==> src/inc/sacr_regs.svh <==
`ifndef SACR_REGS_SVH
`define SACR_REGS_SVH
// Register offsets on the register port.
`define SACR_LEFT_OFS 8'h2a
`define SACR_RIGHT_OFS 8'h2b
// Field positions inside each speaker control byte.
`define SACR_RSVD_HI_MSB 7
`define SACR_RSVD_HI_LSB 5
`define SACR_GAIN_MSB 4
`define SACR_GAIN_LSB 3
`define SACR_UNMUTE_BIT 2
`define SACR_RSVD_LO_BIT 1
`define SACR_DONE_BIT 0
// Reset values of the writable fields.
`define SACR_RST_RSVD_HI 3'h0
`define SACR_RST_GAIN 2'h0
`define SACR_RST_UNMUTE 1'h0
`define SACR_RST_RSVD_LO 1'h0
// Time between two gain steps of an output stage, and the clock period.
`define SACR_GAIN_STEP_NS 1000
`define SACR_CLK_PERIOD_NS 10
// Cycles between two gain steps, rounded down, at least one.
`define SACR_GAIN_STEP_CYC ((`SACR_GAIN_STEP_NS / `SACR_CLK_PERIOD_NS) < 1 ? 1 : \
  (`SACR_GAIN_STEP_NS / `SACR_CLK_PERIOD_NS))
`endif

==> src/inc/sacr_pkg.sv <==
package sacr_pkg;
  // Output stage gain codes.
  typedef enum logic [1:0] {
    SACR_GAIN_6DB = 2'h0,
    SACR_GAIN_12DB = 2'h1,
    SACR_GAIN_18DB = 2'h2,
    SACR_GAIN_24DB = 2'h3
  } sacr_gain_e;
  // Writable content of one speaker control register.
  typedef struct packed {
    logic [2:0] rsvd_hi;
    sacr_gain_e gain;
    logic unmute;
    logic rsvd_lo;
  } sacr_stage_s;
  // Register port request.
  typedef struct packed {
    logic wr_en;
    logic rd_en;
    logic [7:0] addr;
    logic [7:0] wdata;
  } sacr_req_s;
  // Gain ramp states, one-hot.
  typedef enum logic [1:0] {
    SACR_ST_SETTLED = 2'b01,
    SACR_ST_RAMP = 2'b10
  } sacr_state_e;
endpackage

==> src/hdl/sacr_stage.sv <==
`timescale 1ns/100ps
`default_nettype none
`include "sacr_regs.svh"
module sacr_stage
  import sacr_pkg::*;
(
  // Clock and reset.
  input wire logic clk_sys,
  input wire logic arst_n,
  // Addressed write and gain step pulse.
  input wire logic wr_en,
  input wire logic [7:0] wdata,
  input wire logic step_en,
  // Stored controls, applied gain and settled flag.
  output var sacr_stage_s ctrl_ff,
  output var sacr_gain_e applied_ff,
  output logic done
);
  sacr_state_e state_ff; // Ramp state.
  sacr_state_e nxt_state; // Next ramp state.
  sacr_stage_s nxt_ctrl; // Next control content.
  sacr_gain_e nxt_applied; // Next applied gain.
  wire logic up; // Applied gain is below the target.

  // Bit zero of the write data is dropped: the settled flag is hardware only.
  assign nxt_ctrl = wr_en ? sacr_stage_s'(wdata[7:1]) : ctrl_ff;
  assign up = applied_ff < ctrl_ff.gain;
  // The applied gain walks one code per step pulse toward the target.
  assign nxt_applied = (step_en && applied_ff != ctrl_ff.gain) ?
    sacr_gain_e'(up ? applied_ff + 2'h1 : applied_ff - 2'h1) : applied_ff;
  // A new target seen in the same cycle as the last step still counts.
  assign nxt_state = (nxt_applied != nxt_ctrl.gain) ? SACR_ST_RAMP : SACR_ST_SETTLED;
  assign done = state_ff == SACR_ST_SETTLED;

  // Control fields, reset to muted at the lowest gain.
  always_ff @(posedge clk_sys or negedge arst_n) begin
    if (!arst_n) begin
      ctrl_ff <= {`SACR_RST_RSVD_HI, `SACR_RST_GAIN, `SACR_RST_UNMUTE, `SACR_RST_RSVD_LO};
    end else begin
      ctrl_ff <= nxt_ctrl;
    end
  end

  // Applied gain and ramp state.
  always_ff @(posedge clk_sys or negedge arst_n) begin
    if (!arst_n) begin
      applied_ff <= SACR_GAIN_6DB;
      state_ff <= SACR_ST_SETTLED;
    end else begin
      applied_ff <= nxt_applied;
      case (state_ff)
        SACR_ST_SETTLED: state_ff <= nxt_state;
        SACR_ST_RAMP: state_ff <= nxt_state;
        default: state_ff <= SACR_ST_SETTLED;
      endcase
    end
  end
endmodule // sacr_stage
`default_nettype wire

==> src/hdl/sacr_top.sv <==
// How it works
// - Left bits 4:3 pick 6/12/18/24 dB.
// - Left bit 2 zero mutes; resets zero.
// - Left bit 0 reads one when gains applied.
// - Right bits 4:3 pick 6/12/18/24 dB.
// - Right bit 2 zero mutes; resets zero.
// - Right bit 0 reads one when gains applied.
`timescale 1ns/100ps
`default_nettype none
`include "sacr_regs.svh"
module sacr_top
  import sacr_pkg::*;
#(
  parameter int STEP_CYC = `SACR_GAIN_STEP_CYC // Cycles between two gain steps.
) (
  // Clock and reset.
  input wire logic clk_sys,
  input wire logic arst_n,
  // Register port from the serial control engine.
  input wire sacr_req_s req,
  output logic [7:0] rdata_ff,
  output logic rvalid_ff,
  // Controls toward the left speaker stage.
  output var sacr_gain_e left_speaker_stage_gain_ff,
  output logic left_speaker_stage_unmute_ff,
  // Controls toward the right speaker stage.
  output var sacr_gain_e right_speaker_stage_gain_ff,
  output logic right_speaker_stage_unmute_ff
);
  int step_cnt_ff; // Step divider count.
  logic step_en_ff; // One-cycle gain step pulse.
  wire logic hit_left; // Request addresses the left register.
  wire logic hit_right; // Request addresses the right register.
  sacr_stage_s left_ctrl; // Stored left controls.
  sacr_stage_s right_ctrl; // Stored right controls.
  sacr_gain_e left_applied; // Gain now applied on the left.
  sacr_gain_e right_applied; // Gain now applied on the right.
  logic left_done; // Left gains settled.
  logic right_done; // Right gains settled.
  wire logic [7:0] nxt_rdata; // Read data for the next cycle.

  // Packs stored controls and the settled flag into a register byte.
  function automatic logic [7:0] pack_reg(input sacr_stage_s c, input logic d);
    pack_reg = {c, d};
  endfunction

  assign hit_left = req.addr == `SACR_LEFT_OFS;
  assign hit_right = req.addr == `SACR_RIGHT_OFS;
  // Unmapped addresses read as zero.
  assign nxt_rdata = hit_left ? pack_reg(left_ctrl, left_done) :
    hit_right ? pack_reg(right_ctrl, right_done) : 8'h00;

  // Divider that paces the gain ramp of both stages.
  always_ff @(posedge clk_sys or negedge arst_n) begin
    if (!arst_n) begin
      step_cnt_ff <= 0;
      step_en_ff <= 1'b0;
    end else begin
      step_cnt_ff <= (step_cnt_ff >= STEP_CYC - 1) ? 0 : step_cnt_ff + 1;
      step_en_ff <= step_cnt_ff >= STEP_CYC - 1;
    end
  end

  // Left stage controls and gain ramp.
  sacr_stage u_left (
    .clk_sys(clk_sys),
    .arst_n(arst_n),
    .wr_en(req.wr_en && hit_left),
    .wdata(req.wdata),
    .step_en(step_en_ff),
    .ctrl_ff(left_ctrl),
    .applied_ff(left_applied),
    .done(left_done)
  );

  // Right stage controls and gain ramp.
  sacr_stage u_right (
    .clk_sys(clk_sys),
    .arst_n(arst_n),
    .wr_en(req.wr_en && hit_right),
    .wdata(req.wdata),
    .step_en(step_en_ff),
    .ctrl_ff(right_ctrl),
    .applied_ff(right_applied),
    .done(right_done)
  );

  // Read answer, one cycle after the request.
  always_ff @(posedge clk_sys or negedge arst_n) begin
    if (!arst_n) begin
      rdata_ff <= 8'h00;
      rvalid_ff <= 1'b0;
    end else begin
      rvalid_ff <= req.rd_en;
      if (req.rd_en) begin
        rdata_ff <= nxt_rdata;
      end
    end
  end

  // Amplifier controls, retimed so every output leaves a flip-flop.
  always_ff @(posedge clk_sys or negedge arst_n) begin
    if (!arst_n) begin
      left_speaker_stage_gain_ff <= SACR_GAIN_6DB;
      left_speaker_stage_unmute_ff <= 1'b0;
      right_speaker_stage_gain_ff <= SACR_GAIN_6DB;
      right_speaker_stage_unmute_ff <= 1'b0;
    end else begin
      left_speaker_stage_gain_ff <= left_applied;
      left_speaker_stage_unmute_ff <= left_ctrl.unmute;
      right_speaker_stage_gain_ff <= right_applied;
      right_speaker_stage_unmute_ff <= right_ctrl.unmute;
    end
  end

  // Helper logic for the gain checks: cycles since each stage was last written.
  // Three steps cover the longest ramp, two more the step landing and the retiming.
  localparam int GAIN_WIN = 3 * STEP_CYC + 2; // Cycles after a write by which the gain stands.
  int left_age_ff; // Cycles since the last left write, held at GAIN_WIN.
  int right_age_ff; // Cycles since the last right write, held at GAIN_WIN.
  int nxt_left_age; // Next left age.
  int nxt_right_age; // Next right age.

  // A write restarts the count; otherwise it climbs until the window is over.
  assign nxt_left_age = (req.wr_en && hit_left) ? 0 :
    (left_age_ff >= GAIN_WIN) ? GAIN_WIN : left_age_ff + 1;
  assign nxt_right_age = (req.wr_en && hit_right) ? 0 :
    (right_age_ff >= GAIN_WIN) ? GAIN_WIN : right_age_ff + 1;

  // Age counters, started full because reset leaves both stages settled.
  always_ff @(posedge clk_sys or negedge arst_n) begin
    if (!arst_n) begin
      left_age_ff <= GAIN_WIN;
      right_age_ff <= GAIN_WIN;
    end else begin
      left_age_ff <= nxt_left_age;
      right_age_ff <= nxt_right_age;
    end
  end
endmodule // sacr_top
`default_nettype wire

==> config.mk <==
export PLATFORM = sky130hd
export DESIGN_NAME = sacr_top
export DESIGN_NICKNAME = d
export VERILOG_FILES = /design/src/inc/sacr_pkg.sv /design/src/hdl/sacr_stage.sv /design/src/hdl/sacr_top.sv
export VERILOG_INCLUDE_DIRS = /design/src /design/src/inc
export SDC_FILE = /design/constraint.sdc
export NUM_CORES = 1
export LEC_CHECK = 0
export ABC_CLOCK_PERIOD_IN_PS = 1800
export BUFFER_PORTS_ARGS = -buffer_cell sky130_fd_sc_hd__buf_2
export CORE_ASPECT_RATIO = 0.7
export CORE_MARGIN = 2
export CORE_UTILIZATION = 35
export CTS_CLUSTER_DIAMETER = 50
export CTS_CLUSTER_SIZE = 10
export DETAILED_ROUTE_END_ITERATION = 12
export SYNTH_ARGS = -nofsm -noshare
export SYNTH_HDL_FRONTEND = slang
export SYNTH_HIERARCHICAL = 1
export SYNTH_SLANG_ARGS = --single-unit
==> constraint.sdc <==
create_clock -name clk_sys -period 1.8 [get_ports clk_sys]
set_input_delay 0.18 -clock clk_sys [delete_from_list [all_inputs] [get_ports clk_sys]]
set_output_delay 0.18 -clock clk_sys [all_outputs]
set_load 0.01 [all_outputs]
==> flow_summary_export.csv <==
group,metric,value,unit
status,outcome,"completed",
synth,ys_ff_latch,70,
floorplan,rows,29,
synth,synth.most_common_cell,"dfrtp_1",
timing,report.final.slew_viol_count,0,
clock_network,numCtsBuffers,9,
synth,syn_area,3380,um^2
worst_setup_path,end_kind,"flop",
timing,setup_viol,0,
timing,finalClockSkew,0.00950,ns
detailed_routing,drtAntennaViolNets,0,
detailed_routing,drt-initial-drc-count,187,
placed_design,portBuffers,33,
synth,yosys.area.top_type,"dfrtp_1",
worst_setup_path,critPathRequiredTime,2.07,ns
worst_setup_path,startpoint_type,"flop",
clock_network,cts_tree,"built",
finish,finalNetCount,411,
floorplan,die_w,121,um
worst_setup_path,worstSetupPathType,"reg2reg",
placed_design,gp_congestion,0.783,
finish,area_growth,29.8,%
global_route,grt_pass1_wl,12.5,mm
floorplan,die-area,10500,um^2
timing,period_minus_slack,1.77,ns
global_route,grt_pass1_vias,2612,
detailed_routing,drc_errors,0,
timing,fmax,565,MHz
power_and_ir_drop,p_comb_share,7.3,%
clock_network,clkSlewWorstSetupHoldPaths,0.06,ns
clock_network,clk_latency,0.34,ns
finish,fin_util,47.6,%
timing,finalSetupTns,0,ns
global_route,overflow,0,
power_and_ir_drop,p_sw,845,uW
global_route,antenna_found_initial,0,
synth,synth_edf_count,0,
synth,ys_warn_count,6,
synth,async_reset_ff_share,100,%
synth,seq_area_frac_synth,51.9,%
synth,syn_inst,316,
timing,setup_slack,0.0287,ns
finish,diodes,0,
placed_design,dp_hpwl,5.28,mm
synth,synth_fp_nets,343,
floorplan,die_y,86.2,um
finish,layout-drive-gt1-share,32.6,%
detailed_routing,wire_per_inst,14.4,um
worst_setup_path,cp_max_fo,6,
placed_design,dp_slack,-0.138,ns
detailed_routing,drtPass1Iterations,4,
detailed_routing,vias_per_cell,5.16,
power_and_ir_drop,pwr-share-seq,43.2,%
global_route,grt.total_usage,15.4,%
floorplan,core_area,9220,um^2
power_and_ir_drop,vdd_drop_max,651,uV
timing,rsz0062_at_grt,"true",
power_and_ir_drop,pwr-share-clk,49.4,%
worst_setup_path,arrival,2.04,ns
synth,synth_area_leaders,"dfrtp_1, mux2_2, xnor2_1",
power_and_ir_drop,p_int,3.05,mW
global_route,grt_max_degree,37,
job,drv_cap,0,
detailed_routing,vias,2649,
synth,yosys-top-cells-count,"dfrtp_1, nand2_1, a21oi_1",
floorplan,start_util,36.7,%
power_and_ir_drop,power_density,888,nW/um^2
clock_network,cts-htree-levels,3,
timing,finalCritPeriodShare,98.4,%
clock_network,cts_sinks,70,
synth,synth_top_area_share,50.4,%
timing,slew_headroom,74.4,%
synth,synth.distinct_cells,42,
clock_network,cts_buffer_depth,2,
timing,hold_viol,0,
synth,synthFlopType,"dfrtp_1",
power_and_ir_drop,p_leak,1.99,nW
detailed_routing,drt_wl_total,7.36,mm
synth,syn_avg_cell_area,10.7,um^2
power_and_ir_drop,swShare,21.7,%
clock_network,cts-root-buf,"clkbuf_16",
timing,worst_slew_pin_slew,0.379,ns
floorplan,io_pins,35,
worst_hold_path,min_path_type,"in2reg",
==> final timing paths <==
path                                    start                            end  slack (ns)  depth (start not counted)
max                            step_cnt_ff[7]                step_cnt_ff[29]        0.03                          4
min                                   req[16]                      rvalid_ff        0.07                          1
max reg2reg                    step_cnt_ff[7]                step_cnt_ff[29]        0.03                          4
min reg2reg                u_right/ctrl_ff[1]  right_speaker_stage_unmute_ff        0.40                          0
max in group asynchronous              arst_n            u_right/state_ff[0]        1.01                          3
min in group asynchronous              arst_n                    rdata_ff[7]        0.25                          2
==> registers in the layout (all words and copies together), names as in the netlist <==
| register | cells |
|---|---|
| u_left/applied_ff | 2 |
| right_speaker_stage_gain_ff | 2 |
| rvalid_ff | 1 |
| u_right/ctrl_ff | 7 |
| left_speaker_stage_gain_ff | 2 |
| u_right/state_ff | 2 |
| step_en_ff | 1 |
| left_speaker_stage_unmute_ff | 1 |
| right_speaker_stage_unmute_ff | 1 |
| u_right/applied_ff | 2 |
| u_left/state_ff | 2 |
| rdata_ff | 8 |
| u_left/ctrl_ff | 7 |
| step_cnt_ff | 32 |
==> placed cells by master (no fill, tap or decap), types with 9 or more instances in the layout <==
cell	instances
a21oi_1	17
buf_2	33
buf_4	33
clkbuf_16	9
dfrtp_1	64
inv_1	17
mux2_2	9
nand2_1	22
nand3_1	11
nand4_1	9
nor2_1	16
o21ai_0	9
or3_1	9
xnor2_1	12
==> critical path, cell delays in order, from the launching register on <==
cell and delay (ns):
dfrtp_1 0.37, nand4_2 0.13, or4_4 0.54, or4b_4 0.53
a21oi_2 0.13
==> per-stage QoR <==
step,hold WS (ns),instances,area [um^2],power [mW]
after global placement,0.0598,495,3960,1.98
after global routing,0.0581,513,4390,4.07
after floorplan,-0.116,316,3410,1.88
after CTS,0.0564,512,4300,3.94
after detailed placement,0.0664,495,3960,1.99
final,0.0716,513,4390,3.90
==> timing repair <==
| action | in CTS | in global routing |
|---|---|---|
| resized for setup | 2 | 22 |
| hold buffers | 1 | 0 |
| pin swaps | 1 | 3 |
| setup endpoints to repair | 6 | 35 |
| buffers inserted | 0 | 1 |
| endpoints found under the hold margin | 47 | 0 |
==> cells by family after synthesis <==
logic type / synth area share (%)
AOI/OAI and AO/OA: 10.0
xor gates and xnor gates: 5.81
adders and majority gates: 2.59
buffers and inverters: 3.67
DFF: 51.9
muxes: 6.37
and+or+nand+nor: 19.6
==> area by class of cell <==
class                      instances  area [um^2]
clock buffer                      11          243
clock inverter                     5         82.6
fill                             872         4830
inverter                          17         63.8
multi-input combinational        215         1600
sequential                        70         1760
tap                              124          155
timing repair buffer              71          485
==> power by group through the flow <==
stage	combinational, mW	clock [mW]	sequential [mW]
after floorplan	0.171	0	1.71
after global placement	0.269	0	1.71
after detailed placement	0.281	0	1.71
after CTS	0.284	1.97	1.69
after global routing	0.328	2.05	1.69
final	0.285	1.93	1.68
==> metal layers <==
| layer | global-route usage, % | share of wire [%] | routed length [um] | vias to the layer above |
|---|---|---|---|---|
| li1 | - | - | - | 1280 |
| met1 | 21.5 | 50 | 3660 | 1306 |
| met2 | 22.4 | 44 | 3270 | 52 |
| met3 | 5.66 | 4.5 | 332 | 11 |
| met4 | 5.02 | 1.5 | 108 | 0 |
| met5 | 0 | 0 | 0 | - |
Power figures use the tool's default switching activity.
